[config.mk]
export PLATFORM = sky130hd
export DESIGN_NAME = tcc_top
export DESIGN_NICKNAME = d
export VERILOG_FILES = /design/src/core/tcc_pkg.sv /design/src/core/tcc_filter.sv /design/src/core/tcc_prescaler.sv /design/src/core/tcc_top.sv
export SDC_FILE = /design/constraint.sdc
export NUM_CORES = 1
export LEC_CHECK = 0
export BUFFER_PORTS_ARGS = -buffer_cell sky130_fd_sc_hd__buf_4
export CAP_MARGIN = 40
export CORE_UTILIZATION = 35
export CTS_BUF_LIST = sky130_fd_sc_hd__clkbuf_8
export DETAILED_ROUTE_END_ITERATION = 8
export PLACE_DENSITY_LB_ADDON = 0.2
export SYNTH_ARGS = -nofsm -noshare
export SYNTH_HDL_FRONTEND = slang
export SYNTH_SLANG_ARGS = --single-unit
export TNS_END_PERCENT = 100
[constraint.sdc]
create_clock -name mclk_i -period 2.69 [get_ports mclk_i]
set_clock_uncertainty 0.05 [all_clocks]
set_input_delay 0.269 -clock mclk_i [delete_from_list [all_inputs] [get_ports mclk_i]]
set_output_delay 0.269 -clock mclk_i [all_outputs]
set_load 0.005 [all_outputs]
[src/core/tcc_pkg.sv]
// Constants, types and helper functions for the timer capture channel configuration block
// What this block does
// - Ch1 direction: 00 output, 01 input1, 10 input2
// - Ch1 direction 11 takes internal trigger source
// - Ch1 direction writable only while ch1 disabled
// - Prescaler captures every 1/2/4/8 events
// - Filter code 0000 samples raw, unfiltered
// - Filter codes map to divider/length pairs
// - Sample at clock/DIV, change after N samples
// - Ch2 direction: output, input1, input2, trigger
// - Ch2 direction writable only while ch2 disabled
// - Ch2 prescaler held in bits 11:10
// - Ch2 filter held in bits 15:12
// - Second mode register: 0x1C, reset zero, ch3/ch4
// - Ch3 direction: output, input3, input4, trigger
// - Ch4 direction: output, input4, input3, trigger
package tcc_pkg;

    localparam logic [7:0]  TCC_OFF_CFG_LO  = 8'h18;
    localparam logic [7:0]  TCC_OFF_CFG_HI  = 8'h1C;
    localparam logic [7:0]  TCC_OFF_ENABLE  = 8'h20;
    localparam logic [7:0]  TCC_OFF_STATUS  = 8'h24;

    localparam logic [15:0] TCC_CFG_RST     = 16'h0000;
    localparam logic [3:0]  TCC_ENABLE_RST  = 4'h0;

    // Channel byte layout inside a mode register
    localparam int          TCC_DIR_LSB     = 0;
    localparam int          TCC_PSC_LSB     = 2;
    localparam int          TCC_FLT_LSB     = 4;
    localparam int          TCC_ODD_CH_LSB  = 8;
    localparam int          TCC_STAT_DIR_LSB = 4;

    localparam logic [1:0]  TCC_DIR_OUTPUT  = 2'h0;
    localparam logic [1:0]  TCC_DIR_NEAR    = 2'h1;
    localparam logic [1:0]  TCC_DIR_FAR     = 2'h2;
    localparam logic [1:0]  TCC_DIR_TRIGGER = 2'h3;

    localparam logic [3:0]  TCC_FLT_BYPASS  = 4'h0;

    typedef struct packed {
        logic [3:0] flt;
        logic [1:0] psc;
        logic [1:0] dir;
    } tcc_chan_cfg_t;

    typedef struct packed {
        logic [2:0] div_log2;
        logic [3:0] len;
    } tcc_flt_sel_t;

    typedef struct packed {
        logic [7:0]  addr;
        logic [31:0] wdata;
        logic        wr;
        logic        rd;
    } tcc_bus_req_t;

    function automatic tcc_flt_sel_t tcc_flt_decode(input logic [3:0] code);
        tcc_flt_sel_t sel;
        sel = '{div_log2: 3'h0, len: 4'h1};
        case (code)
            4'h1:    sel = '{div_log2: 3'h0, len: 4'h2};
            4'h2:    sel = '{div_log2: 3'h0, len: 4'h4};
            4'h3:    sel = '{div_log2: 3'h0, len: 4'h8};
            4'h4:    sel = '{div_log2: 3'h1, len: 4'h6};
            4'h5:    sel = '{div_log2: 3'h1, len: 4'h8};
            4'h6:    sel = '{div_log2: 3'h2, len: 4'h6};
            4'h7:    sel = '{div_log2: 3'h2, len: 4'h8};
            4'h8:    sel = '{div_log2: 3'h3, len: 4'h6};
            4'h9:    sel = '{div_log2: 3'h3, len: 4'h8};
            4'hA:    sel = '{div_log2: 3'h4, len: 4'h5};
            4'hB:    sel = '{div_log2: 3'h4, len: 4'h6};
            4'hC:    sel = '{div_log2: 3'h4, len: 4'h8};
            4'hD:    sel = '{div_log2: 3'h5, len: 4'h5};
            4'hE:    sel = '{div_log2: 3'h5, len: 4'h6};
            4'hF:    sel = '{div_log2: 3'h5, len: 4'h8};
            default: sel = '{div_log2: 3'h0, len: 4'h1};
        endcase
        return sel;
    endfunction : tcc_flt_decode

    // Last count before a capture: ratio 1/2/4/8 minus one
    function automatic logic [2:0] tcc_psc_last(input logic [1:0] psc);
        return 3'((4'h1 << psc) - 4'h1);
    endfunction : tcc_psc_last

    function automatic logic tcc_chan_source(input logic [1:0] dir,
                                             input logic       near_pin,
                                             input logic       far_pin,
                                             input logic       trg,
                                             input logic       trg_ok);
        logic src;
        src = 1'b0;
        case (dir)
            TCC_DIR_NEAR:    src = near_pin;
            TCC_DIR_FAR:     src = far_pin;
            TCC_DIR_TRIGGER: src = trg & trg_ok;
            default:         src = 1'b0;
        endcase
        return src;
    endfunction : tcc_chan_source

endpackage : tcc_pkg

[src/core/tcc_filter.sv]
// Digital input filter for one capture channel
`timescale 1ns/100ps
module tcc_filter (
    input  wire logic       mclk_i,
    input  wire logic       resetn_i,
    input  wire logic       raw_i,
    input  wire logic [3:0] code_i,
    output logic            level_o
);
    import tcc_pkg::*;

    tcc_flt_sel_t sel;
    logic [4:0]   div_cnt_reg;
    logic [3:0]   run_cnt_reg;
    logic         level_reg;
    logic         tick;
    logic         bypass;

    assign sel     = tcc_flt_decode(code_i);
    assign bypass  = (code_i == TCC_FLT_BYPASS);
    assign tick    = bypass || (div_cnt_reg == 5'((6'h1 << sel.div_log2) - 6'h1));
    assign level_o = level_reg;

    always_ff @(posedge mclk_i) begin
        if (!resetn_i || tick) begin
            div_cnt_reg <= 5'h0;
        end else begin
            div_cnt_reg <= div_cnt_reg + 5'h1;
        end
    end

    // Count runs of samples that disagree with the present level
    always_ff @(posedge mclk_i) begin
        if (!resetn_i) begin
            run_cnt_reg <= 4'h0;
            level_reg   <= 1'b0;
        end else if (bypass) begin
            run_cnt_reg <= 4'h0;
            level_reg   <= raw_i;
        end else if (tick) begin
            if (raw_i == level_reg) begin
                run_cnt_reg <= 4'h0;
            end else if (run_cnt_reg + 4'h1 >= sel.len) begin
                run_cnt_reg <= 4'h0;
                level_reg   <= raw_i;
            end else begin
                run_cnt_reg <= run_cnt_reg + 4'h1;
            end
        end
    end
endmodule : tcc_filter

[src/core/tcc_prescaler.sv]
// Capture event prescaler for one channel
`timescale 1ns/100ps
module tcc_prescaler (
    input  wire logic       mclk_i,
    input  wire logic       resetn_i,
    input  wire logic       clear_i,
    input  wire logic       event_i,
    input  wire logic [1:0] psc_i,
    output logic            capture_o
);
    import tcc_pkg::*;

    logic [2:0] cnt_reg;
    logic       capture_reg;

    assign capture_o = capture_reg;

    always_ff @(posedge mclk_i) begin
        if (!resetn_i || clear_i) begin
            cnt_reg     <= 3'h0;
            capture_reg <= 1'b0;
        end else if (event_i) begin
            capture_reg <= (cnt_reg >= tcc_psc_last(psc_i));
            cnt_reg     <= (cnt_reg >= tcc_psc_last(psc_i)) ? 3'h0 : cnt_reg + 3'h1;
        end else begin
            capture_reg <= 1'b0;
        end
    end
endmodule : tcc_prescaler

[src/core/tcc_top.sv]
// Capture channel configuration: mode registers, input routing, filters and prescalers
`timescale 1ns/100ps
module tcc_top #(
    parameter int NUM_CH = 4
) (
    input  wire logic              mclk_i,
    input  wire logic              resetn_i,
    input  wire logic [7:0]        addr_i,
    input  wire logic [31:0]       wdata_i,
    input  wire logic              wr_i,
    input  wire logic              rd_i,
    output logic      [31:0]       rdata_o,
    input  wire logic              pin_input_one_i,
    input  wire logic              pin_input_two_i,
    input  wire logic              pin_input_three_i,
    input  wire logic              pin_input_four_i,
    input  wire logic              trigger_routing_source_i,
    input  wire logic              trigger_internal_i,
    output logic      [NUM_CH-1:0] capture_input_o,
    output logic      [NUM_CH-1:0] capture_event_o,
    output logic      [NUM_CH-1:0] channel_is_input_o
);
    import tcc_pkg::*;

    tcc_bus_req_t          req;
    logic [15:0]           capture_mode_config_lo_reg;
    logic [15:0]           capture_mode_config_hi_reg;
    logic [15:0]           cfg_lo_next;
    logic [15:0]           cfg_hi_next;
    logic [3:0]            channel_enable_reg;
    logic [31:0]           rdata_reg;
    logic [31:0]           rdata_next;
    tcc_chan_cfg_t         chan_cfg    [NUM_CH];
    logic [NUM_CH-1:0]     near_pin;
    logic [NUM_CH-1:0]     far_pin;
    logic [NUM_CH-1:0]     src_raw;
    logic [NUM_CH-1:0]     filt_level;
    logic [NUM_CH-1:0]     filt_level_d_reg;
    logic [NUM_CH-1:0]     qual_event;
    logic [NUM_CH-1:0]     psc_clear;
    logic [NUM_CH-1:0]     is_input;
    logic                  wr_lo;
    logic                  wr_hi;

    assign req     = '{addr: addr_i, wdata: wdata_i, wr: wr_i, rd: rd_i};
    assign wr_lo   = req.wr && (req.addr == TCC_OFF_CFG_LO);
    assign wr_hi   = req.wr && (req.addr == TCC_OFF_CFG_HI);
    assign rdata_o = rdata_reg;

    // A direction field only accepts a new value while its channel is off;
    // the other fields of the same byte take the write regardless.
    function automatic logic [7:0] tcc_merge_byte(input logic [7:0] old_b,
                                                  input logic [7:0] new_b,
                                                  input logic       locked);
        logic [7:0] res;
        res = new_b;
        if (locked) begin
            res[TCC_DIR_LSB+:2] = old_b[TCC_DIR_LSB+:2];
        end
        return res;
    endfunction : tcc_merge_byte

    always_comb begin
        cfg_lo_next = capture_mode_config_lo_reg;
        cfg_hi_next = capture_mode_config_hi_reg;
        if (wr_lo) begin
            cfg_lo_next[7:0]  = tcc_merge_byte(capture_mode_config_lo_reg[7:0],
                                               req.wdata[7:0], channel_enable_reg[0]);
            cfg_lo_next[15:8] = tcc_merge_byte(capture_mode_config_lo_reg[15:8],
                                               req.wdata[15:8], channel_enable_reg[1]);
        end
        if (wr_hi) begin
            cfg_hi_next[7:0]  = tcc_merge_byte(capture_mode_config_hi_reg[7:0],
                                               req.wdata[7:0], channel_enable_reg[2]);
            cfg_hi_next[15:8] = tcc_merge_byte(capture_mode_config_hi_reg[15:8],
                                               req.wdata[15:8], channel_enable_reg[3]);
        end
    end

    always_ff @(posedge mclk_i) begin
        if (!resetn_i) begin
            capture_mode_config_lo_reg <= TCC_CFG_RST;
            capture_mode_config_hi_reg <= TCC_CFG_RST;
        end else begin
            capture_mode_config_lo_reg <= cfg_lo_next;
            capture_mode_config_hi_reg <= cfg_hi_next;
        end
    end

    always_ff @(posedge mclk_i) begin
        if (!resetn_i) begin
            channel_enable_reg <= TCC_ENABLE_RST;
        end else if (req.wr && (req.addr == TCC_OFF_ENABLE)) begin
            channel_enable_reg <= req.wdata[3:0];
        end
    end

    // Read data stands for exactly one cycle; unmapped offsets read zero
    always_comb begin
        rdata_next = 32'h0000_0000;
        if (req.rd) begin
            case (req.addr)
                TCC_OFF_CFG_LO: rdata_next = {16'h0000, capture_mode_config_lo_reg};
                TCC_OFF_CFG_HI: rdata_next = {16'h0000, capture_mode_config_hi_reg};
                TCC_OFF_ENABLE: rdata_next = {28'h0, channel_enable_reg};
                TCC_OFF_STATUS: rdata_next = {24'h0, 4'(is_input), 4'(filt_level)};
                default:        rdata_next = 32'h0000_0000;
            endcase
        end
    end

    always_ff @(posedge mclk_i) begin
        if (!resetn_i) begin
            rdata_reg <= 32'h0000_0000;
        end else begin
            rdata_reg <= rdata_next;
        end
    end

    // Field layout: each channel is one byte; ch2 and ch4 sit in the upper byte
    assign chan_cfg[0] = tcc_chan_cfg_t'(capture_mode_config_lo_reg[7:0]);
    assign chan_cfg[1] = tcc_chan_cfg_t'(capture_mode_config_lo_reg[TCC_ODD_CH_LSB+:8]);
    assign chan_cfg[2] = tcc_chan_cfg_t'(capture_mode_config_hi_reg[7:0]);
    assign chan_cfg[3] = tcc_chan_cfg_t'(capture_mode_config_hi_reg[TCC_ODD_CH_LSB+:8]);

    // Ch1 and ch2 share the same pin pair in the same order
    assign near_pin = {pin_input_four_i, pin_input_three_i, pin_input_one_i, pin_input_one_i};
    assign far_pin  = {pin_input_three_i, pin_input_four_i, pin_input_two_i, pin_input_two_i};

    assign capture_input_o    = filt_level;
    assign channel_is_input_o = is_input;

    genvar ch;
    generate
        for (ch = 0; ch < NUM_CH; ch++) begin : g_chan
            // Trigger source outside internal trigger use reads as idle low
            assign src_raw[ch]  = tcc_chan_source(chan_cfg[ch].dir, near_pin[ch], far_pin[ch],
                                                  trigger_routing_source_i, trigger_internal_i);
            assign is_input[ch] = (chan_cfg[ch].dir != TCC_DIR_OUTPUT);

            tcc_filter u_filter (
                .mclk_i   (mclk_i),
                .resetn_i (resetn_i),
                .raw_i    (src_raw[ch]),
                .code_i   (chan_cfg[ch].flt),
                .level_o  (filt_level[ch])
            );

            // Rising edge of the filtered level is the qualifying event
            assign qual_event[ch] = filt_level[ch] && !filt_level_d_reg[ch]
                                    && is_input[ch] && channel_enable_reg[ch];
            // Restart the ratio count whenever the channel is off
            assign psc_clear[ch]  = !channel_enable_reg[ch] || !is_input[ch];

            tcc_prescaler u_prescaler (
                .mclk_i    (mclk_i),
                .resetn_i  (resetn_i),
                .clear_i   (psc_clear[ch]),
                .event_i   (qual_event[ch]),
                .psc_i     (chan_cfg[ch].psc),
                .capture_o (capture_event_o[ch])
            );
        end
    endgenerate

    always_ff @(posedge mclk_i) begin
        if (!resetn_i) begin
            filt_level_d_reg <= '0;
        end else begin
            filt_level_d_reg <= filt_level;
        end
    end
endmodule : tcc_top

; After elaboration in Yosys (flattened, before gate mapping)
; Memory sizes are Yosys's and may differ from the RTL's. A register that Yosys moved wholly into a read port is not among the register bits.
; Cells that the tools add are included.
[word_totals]
mem_count = 4
ramBits = 0
latch_bits = 0
out_inout_bits = 44
mem_bits_ro = 448
in_bits = 50
elab_cells = 225
ff_bits = 128
[op_classes]
n_lt_le_gt_ge = 8
div_mod_pow = 0
bitwise = 10
n_eq_ne = 28
reduce_logical = 77
mul = 0
addsub = 20
n_mux = 41
n_shift = 8
[mem_list]
columns = name, words, word_bits, rd, rd_ports_with_merged_regs, write_ports, line_no
row1 = (name not given), 16, 7, 1, 1, 0, tcc_pkg.sv:62  ; case (code)
row2 = (name not given), 16, 7, 1, 1, 0, tcc_pkg.sv:62
row3 = (name not given), 16, 7, 1, 1, 0, tcc_pkg.sv:62
row4 = (name not given), 16, 7, 1, 1, 0, tcc_pkg.sv:62
[ops]
columns = cell, n
row1 = 4-bit 2-to-1 mux, 16
row2 = 16-bit one-hot mux with 4 select lines, 1
row3 = 2-bit nonzero test, 12
row4 = "5-bit by 1-bit adder with 5-bit output, second input constant", 4
row5 = 5-bit equality test, 4
row6 = "1-bit by 3-bit left shift with 5-bit output, first input constant", 4
row7 = "5-bit by 1-bit subtractor with 5-bit output, second input constant", 4
row8 = "4-bit by 1-bit adder with 4-bit output, second input constant", 4
row9 = "2-bit equality test, second input constant", 8
row10 = "8-bit by 5-bit equality test with 1-bit output, second input constant", 2
row11 = "8-bit by 6-bit equality test with 1-bit output, second input constant", 2
row12 = 4-bit >= comparator, 4
row13 = 4-bit logical NOT, 4
row14 = 1-bit logical OR, 16
row15 = 1-bit 2-to-1 mux, 16
row16 = 2-bit OR reduction, 8
row17 = 1-bit logical AND, 15
row18 = 1-bit logical NOT, 13
row19 = "3-bit by 1-bit adder with 3-bit output, second input constant", 4
row20 = 3-bit >= comparator, 4
row21 = 3-bit 2-to-1 mux, 4
row22 = 1-bit one-hot mux with 3 select lines, 4
row23 = 3-bit AND reduction, 4
row24 = "1-bit by 2-bit left shift with 3-bit output, first input constant", 4
row25 = other kinds (7), 31

; Longest topological paths before layout
; Gate-level depths: netlist of the first run.
[logic_depth]
word_depth = 6
ltp_mapped = 14
mapped_depth_nobuf = 11

; By module
; Synthesis of the first run repeated with hierarchy kept, for this count alone.
[unflattened]
cells_unflattened = 813
area_unflattened_um2 = 7240.7
[by_module_without_submodules]
columns = mod, cells_per_inst, area_per_inst_um2, n_inst, seq_area_each_um2
row1 = tcc_top, 269, 2528.7, 1, 1121.1
row2 = tcc_filter (g_chan[1].u_filter ...), 104, 879.6, 2, 200.2
row3 = tcc_prescaler, 31, 294.0, 4, 80.1
row4 = tcc_filter (g_chan[0].u_filter), 107, 898.4, 1, 200.2
row5 = tcc_filter (g_chan[2].u_filter), 105, 878.3, 1, 200.2

; Worst setup path before layout of the first run
; No wires, ideal clock.
[synth_path]
path_type = input -> register
startpoint = input addr_i[1]
endpoint = register, netlist name g_chan[0].u_filter.sel[3]
required_ns = 2.506
path_slack_ns = 0.195
setup_time_ns = 0.134
t_arrival_ns = 2.311
n_path_buf = 2
stages = 13
path_cell_list = nor4_4 -> nand3_2 -> buf_4 -> buf_2 -> mux2i_1 -> nor2_1 -> inv_1 -> ha_1 -> inv_1 -> a21oi_1 -> nand2_1 -> o31ai_1 -> a21oi_1
[synth_via]
elab_chain_len = 4
[synth_lines]
columns = item, line_no
row1 = from (decl), tcc_top.sv:8  ; input wire logic [7:0] addr_i,
row2 = 8-bit by 5-bit equality test with 1-bit output, tcc_top.sv:46  ; assign wr_lo = req.wr && (req.addr == TCC_OFF_CFG_LO);
row3 = 1-bit logical AND, tcc_top.sv:46
row4 = 4-bit 2-to-1 mux (no source line) (2 in a row), --
; No other way between the ends.
; A chain may end at the register's enable or synchronous reset.

; Worst setup path in the final report of the first run
[layout_path]
startpoint = register g_chan[3].u_filter.run_cnt_reg[0]
endpoint = register g_chan[3].u_filter.run_cnt_reg[2]
[layout_via]
elab_chain_len = 4
[layout_lines]
columns = item, line_no
row1 = from (decl), tcc_filter.sv:14  ; logic [3:0] run_cnt_reg;
row2 = from (signal assigned), tcc_filter.sv:47  ; run_cnt_reg <= run_cnt_reg + 4'h1;
row3 = 4-bit by 1-bit adder with 4-bit output (*), "tcc_filter.sv:43, tcc_filter.sv:47"
row4 = 4-bit >= comparator, tcc_filter.sv:43  ; end else if (run_cnt_reg + 4'h1 >= sel.len) begin
row5 = 4-bit 2-to-1 mux (*), tcc_filter.sv:43
row6 = 4-bit 2-to-1 mux (*), tcc_filter.sv:41  ; if (raw_i == level_reg) begin
; Every way passes the cells marked *; elsewhere a longest branch is shown, timed or not.

==> results of run 1 <==
## area by class of cell
class,instances,area [um2],area share
Clock inverter,14,144,0.0159
Inverter,52,195,0.0216
Multi-Input combinational cell,677,4600,0.508
Tap cell,280,350,0.0387
Clock buffer,18,248,0.0274
Timing Repair Buffer,92,716,0.0791
Sequential cell,140,2800,0.310
## per-layer routing
layer  vias up  track usage  wire (um)
met5         -            0          0
met1      2878        0.228       9290
li1       3308            -          -
met4         0       0.0589        333
met2       105        0.250       7660
met3        23       0.0341        694
## how the worst max path moves through the flow
stage / to
2_1_floorplan: g_chan[0].u_filter.sel[3]
3_3_place_gp: g_chan[0].u_filter.sel[3]
3_5_place_dp: g_chan[1].u_filter.sel[3]
4_1_cts: g_chan[3].u_filter.level_o
5_1_grt: g_chan[3].u_filter.run_cnt_reg[2]
6_report: g_chan[3].u_filter.run_cnt_reg[2]
## where the power goes
group          internal, mW  switching (mW)
combinational        0.0637          0.0856
clock                 0.788           0.918
sequential             2.07         0.00158
total                  2.92            1.00
## cell usage in the layout, fill, tap and decap left out, types with 5 or more instances in the layout
cell / count
dfxtp_1: 140
nor2_1: 111
buf_4: 86
nand2_1: 83
ha_1: 60
mux2i_1: 51
inv_1: 49
a21oi_1: 44
nand2b_1: 32
nand3_1: 31
xor2_1: 20
clkbuf_8: 18
xnor2_1: 16
o22ai_1: 16
conb_1: 16
a31oi_1: 14
nor3_1: 13
mux2_2: 13
o21ai_0: 10
or2_2: 9
o21a_1: 9
o2111ai_1: 9
nor2b_1: 8
inv_6: 8
nand4_1: 7
a211oi_1: 7
o31ai_1: 6
a21o_1: 6
nand3b_1: 6
and3_1: 5
nor4_1: 5
nand4b_1: 5
dlygate4sd3_1: 5
## worst max-delay path, stage by stage (launching register included)
cell,delay [ns]
dfxtp_1,0.35
ha_1,0.33
ha_1,0.28
a2111oi_0,0.57
o211a_1,0.26
nand3b_1,0.14
o211ai_1,0.19
## kinds of logic after synthesis
group | share of synthesized area
buffers and inverters | 0.0646
flip-flops | 0.357
adder cells (fa/ha/maj) | 0.0956
AO/OA/AOI/OAI | 0.141
other | 0.000478
multiplexers | 0.0923
AND/OR/NAND/NOR | 0.209
XOR/XNOR | 0.0402
## metrics by stage
stage               std cells  area (um2)  hold slack [ns]  utilization
finish                   1273        9050           0.0371        0.413
global route             1273        9050           0.0213        0.413
CTS                      1273        9050          0.00718        0.413
detailed placement       1236        8610            0.422        0.393
global placement         1236        8610            0.410        0.393
floorplan                 921        7910            0.355            -
==> results by group, run 1 <==
Run
  • Max-cap violations: 0

Logic synthesis
  • Most frequent cell after synthesis: dfxtp_1
  • Top FF cell, synth: dfxtp_1
  • Top cells by count, synth: 140 x dfxtp_1, 111 x nor2_1, 83 x nand2_1
  • Synth Instances: 906
  • Post-synth top area share: 0.357
  • EDFF count, synth: 0
  • Unique cell type count in the Yosys netlist: 67
  • YS warnings: 0
  • Avg Inst Size Synth: 8.66 um2
  • Largest cells by area after synthesis: dfxtp_1 36%, ha_1 9.6%, mux2i_1 6.5%
  • Mapped Area: 0.00785 mm2
  • Seq cells post-synth: 140
  • Seq/Total Area, Yosys: 0.357
  • Ys async rst share: 0
  • Synth area leader: dfxtp_1

Worst setup path
  • CP startpoint: g_chan[3].u_filter.run_cnt_reg[0]
  • Critical path fanouts, max: 4
  • Crit path kind: register to register
  • Critical Path RT: 3.01 ns
  • R2R depth: 6
  • Worst setup SP type: register
  • CP arrival: 2.58 ns
  • CP Capture Type: register
  • R2r startpoint: g_chan[3].u_filter.run_cnt_reg[0]
  • Reg2reg setup slack: 0.44 ns
  • Worst reg2reg path endpoint: g_chan[3].u_filter.run_cnt_reg[2]

Timing
  • Final hold vios: 0
  • Post-layout min period: 2.25 ns
  • Max Freq: 444 MHz
  • Final TNS setup: 0 ns
  • Final setup violation count: 0
  • Worst Tran Pin Value: 0.702 ns
  • Crit share post-route: 0.837
  • RSZ-0062 raised after global routing: false
  • Slew headroom: 0.528
  • Post-route setup slack: 0.438 ns
  • Pins Over Slew Limit: 0

Detailed routing
  • Antenna viol nets, final: 0
  • DRC Markers: 0
  • Routed vias/inst: 4.96
  • DRT Pass-1 Iters: 4
  • Iter 0 DRT Violations: 223
  • Wire length per cell: 14.1 um
  • Vias post-DR: 6314
  • Routed WL: 18.0 mm

Clock network
  • Postcts setup bufs: 0
  • # clock sinks: 140
  • Cts hold-fix bufs: 5
  • Clk buf depth: 2
  • Worst-Skew Late Latency: 0.45 ns
  • H-tree levels: 4
  • # resized after CTS: 0
  • Clk slew on worst S/H paths: 0.08 ns
  • CTS tree: yes
  • CTS root buf: clkbuf_8
  • CTS Buf Count: 17

Outcome
  • Status: completed

GRT
  • Congestion Overflow GR: 0
  • Initial antenna violation count: 0
  • First-pass GRT wire length: 29.5 mm
  • Vias in the first global route: 5882
  • Largest net degree at the start of global routing: 48
  • GR Util All Layers: 0.164

Cells and area
  • Max reg flops: 28
  • Fill count: 2238
  • Fraction of layout cells with a size suffix above 1: 0.153
  • # nets final: 1090
  • Antenna cells: 0
  • Synthesis-to-layout area growth: 15.3%

Floorplan
  • Die height: 152 um
  • Die area: 0.0230 mm2
  • Initial Utilization: 0.359
  • Die W: 152 um
  • Core area: 0.0219 mm2
  • Num ports: 94
  • Row count: 54

Placement
  • Setup WS pre-CTS: 0.0589 ns
  • PortBufs: 61
  • DP HPWL: 13.6 mm
  • GP Congestion: 0.788

Power and ir drop
  • Total Power: 3.93 mW
  • Peak supply drop: 0.268 mV
  • Pwr/cell area: 434 mW/mm2
  • P_leak: 3.79 nW

Hold path
  • Min-delay src: wdata_i[0]
  • Min-delay worst type: input port to register
  • Hold-critical path endpoint: channel_enable_reg[0]
  • Worst hold path cell count: 3
Note: power is estimated with default switching activity, not from simulation.
==> run 2, diff against run 1 <==
==> constraint.sdc (replaced) <==
create_clock -name mclk_i -period 2 [get_ports mclk_i]
set_clock_uncertainty 0.05 [all_clocks]
set_input_delay 0.2 -clock mclk_i [delete_from_list [all_inputs] [get_ports mclk_i]]
set_output_delay 0.2 -clock mclk_i [all_outputs]
set_load 0.005 [all_outputs]
==> results by group, run 2 (synthesized netlist as in run 1, its figures left out) <==
Power and ir drop
  • Pwr/cell area: 547 mW/mm2
  • P_leak: 4.23 nW
  • Peak supply drop: 0.364 mV
  • Total Power: 5.51 mW

Placement
  • GP Congestion: 0.825
  • DP HPWL: 14.7 mm
  • PortBufs: 61
  • Setup WS pre-CTS: -0.363 ns

Cells and area
  • Most frequent cells in the layout: 151 x buf_4, 132 x dfxtp_1, 109 x nor2_1
  • Max reg flops: 28
  • Synthesis-to-layout area growth: 28.4%
  • Commonest non-fill, non-tap cell in the layout: buf_4
  • Fill count: 2136
  • Fraction of layout cells with a size suffix above 1: 0.270
  • Antenna cells: 0
  • # nets final: 1164

Floorplan
  • Die area: 0.0230 mm2
  • Num ports: 94
  • Initial Utilization: 0.359
  • Die W: 152 um
  • Core area: 0.0219 mm2
  • Die height: 152 um
  • Row count: 54

Detailed routing
  • Iter 0 DRT Violations: 287
  • Vias post-DR: 6703
  • Wire length per cell: 14.5 um
  • Routed vias/inst: 4.98
  • Routed WL: 19.5 mm
  • Antenna viol nets, final: 0
  • DRT Pass-1 Iters: 5
  • DRC Markers: 0

Worst setup path
  • CP Capture Type: register
  • CP arrival: 2.36 ns
  • Worst setup SP type: register
  • Critical Path RT: 2.33 ns
  • Crit path kind: register to register
  • Critical path fanouts, max: 3
  • R2R depth: 6

GRT
  • Largest net degree at the start of global routing: 28
  • First-pass GRT wire length: 31.4 mm
  • Congestion Overflow GR: 0
  • Initial antenna violation count: 0
  • GR Util All Layers: 0.174
  • Vias in the first global route: 6305

Timing
  • Final hold vios: 0
  • Worst Tran Pin Value: 0.501 ns
  • Post-layout min period: 2.03 ns
  • Final TNS setup: -0.0285 ns
  • Post-route setup slack: -0.0285 ns
  • Crit share post-route: 1.01
  • Final setup violation count: 1
  • Final hold slack: 0.0560 ns
  • Slew headroom: 0.663
  • Pins Over Slew Limit: 0
  • RSZ-0062 raised after global routing: true
  • Max Freq: 493 MHz

Clock network
  • Clk buf depth: 2
  • Worst-Skew Late Latency: 0.45 ns
  • CTS root buf: clkbuf_8
  • Clk slew on worst S/H paths: 0.09 ns
  • # clock sinks: 140
  • CTS Buf Count: 17
  • CTS tree: yes
  • H-tree levels: 4

Hold path
  • Min-delay worst type: input port to register
  • Worst hold path cell count: 3

Outcome
  • Failing checks: negative setup slack
  • Status: finished, violations left

Run
  • Max-cap violations: 0
run 2: cell types whose count changed in the layout (fill, tap and decap cells not counted), sizes merged:
cell         change
dlygate4sd3      +6
bufinv           +1
inv              +1
clkinv           -1
buf             +68
clkinvlp         -1
run 2: timing repair:
| action | 4_1_cts | 5_1_grt |
|---|---|---|
| gates cloned | 0 | 0 |
| hold buffers | 11 | 0 |
| gates resized for setup | 18 | 38 |
| setup buffers | 1 | 4 |
| hold endpoints to repair | 23 | 0 |
| pin swaps | 6 | 16 |
| endpoints found under the setup margin | 14 | 32 |
run 2: per-layer routing:
layer	vias to the layer above	global-route usage	wire length [um]
li1	3443	-	-
met3	15	0.0380	750
met2	141	0.283	8980
met5	-	0	0
met1	3104	0.229	9570
met4	0	0.0535	212
run 2: worst paths after layout:
check	startpoint	end	slack, ns
hold / removal	wdata_i[7]	capture_mode_config_hi_reg[7]	0.06
setup reg to reg	g_chan[3].u_filter.div_cnt_reg[1]	g_chan[3].u_filter.run_cnt_reg[2]	-0.03
hold reg to reg	g_chan[1].u_filter.run_cnt_reg[0]	g_chan[1].u_filter.run_cnt_reg[0]	0.43
setup / recovery	g_chan[3].u_filter.div_cnt_reg[1]	g_chan[3].u_filter.run_cnt_reg[2]	-0.03
run 2: critical path: stages (launching register included):
cell and delay, ns:
dfxtp_2 0.33, or4b_4 0.52, a211o_1 0.26, a32o_2 0.27
buf_6 0.13, nand3b_1 0.20, o211ai_1 0.20
run 2: metrics by stage:
stage / cells / cell area [um2] / utilization
finish: 1347 / 10100 / 0.460
global route: 1347 / 10100 / 0.460
CTS: 1343 / 9840 / 0.450
detailed placement: 1299 / 9230 / 0.422
global placement: 1299 / 9230 / 0.422
floorplan: 921 / 8080 / -
run 2: layout make-up:
class | count | area, um2 | share of cell area
clock buffer | 18 | 248 | 0.0246
timing repair buffer | 166 | 1300 | 0.129
clock inverter | 14 | 171 | 0.0170
tap | 280 | 350 | 0.0348
sequential | 140 | 2820 | 0.280
inverter | 52 | 198 | 0.0196
multi-input combinational | 677 | 4990 | 0.495
run 2: power breakdown:
group,internal [mW],switching [mW],total [mW]
Clock,1.20,1.29,2.49
Combinational,0.109,0.126,0.236
Sequential,2.78,0.00207,2.78
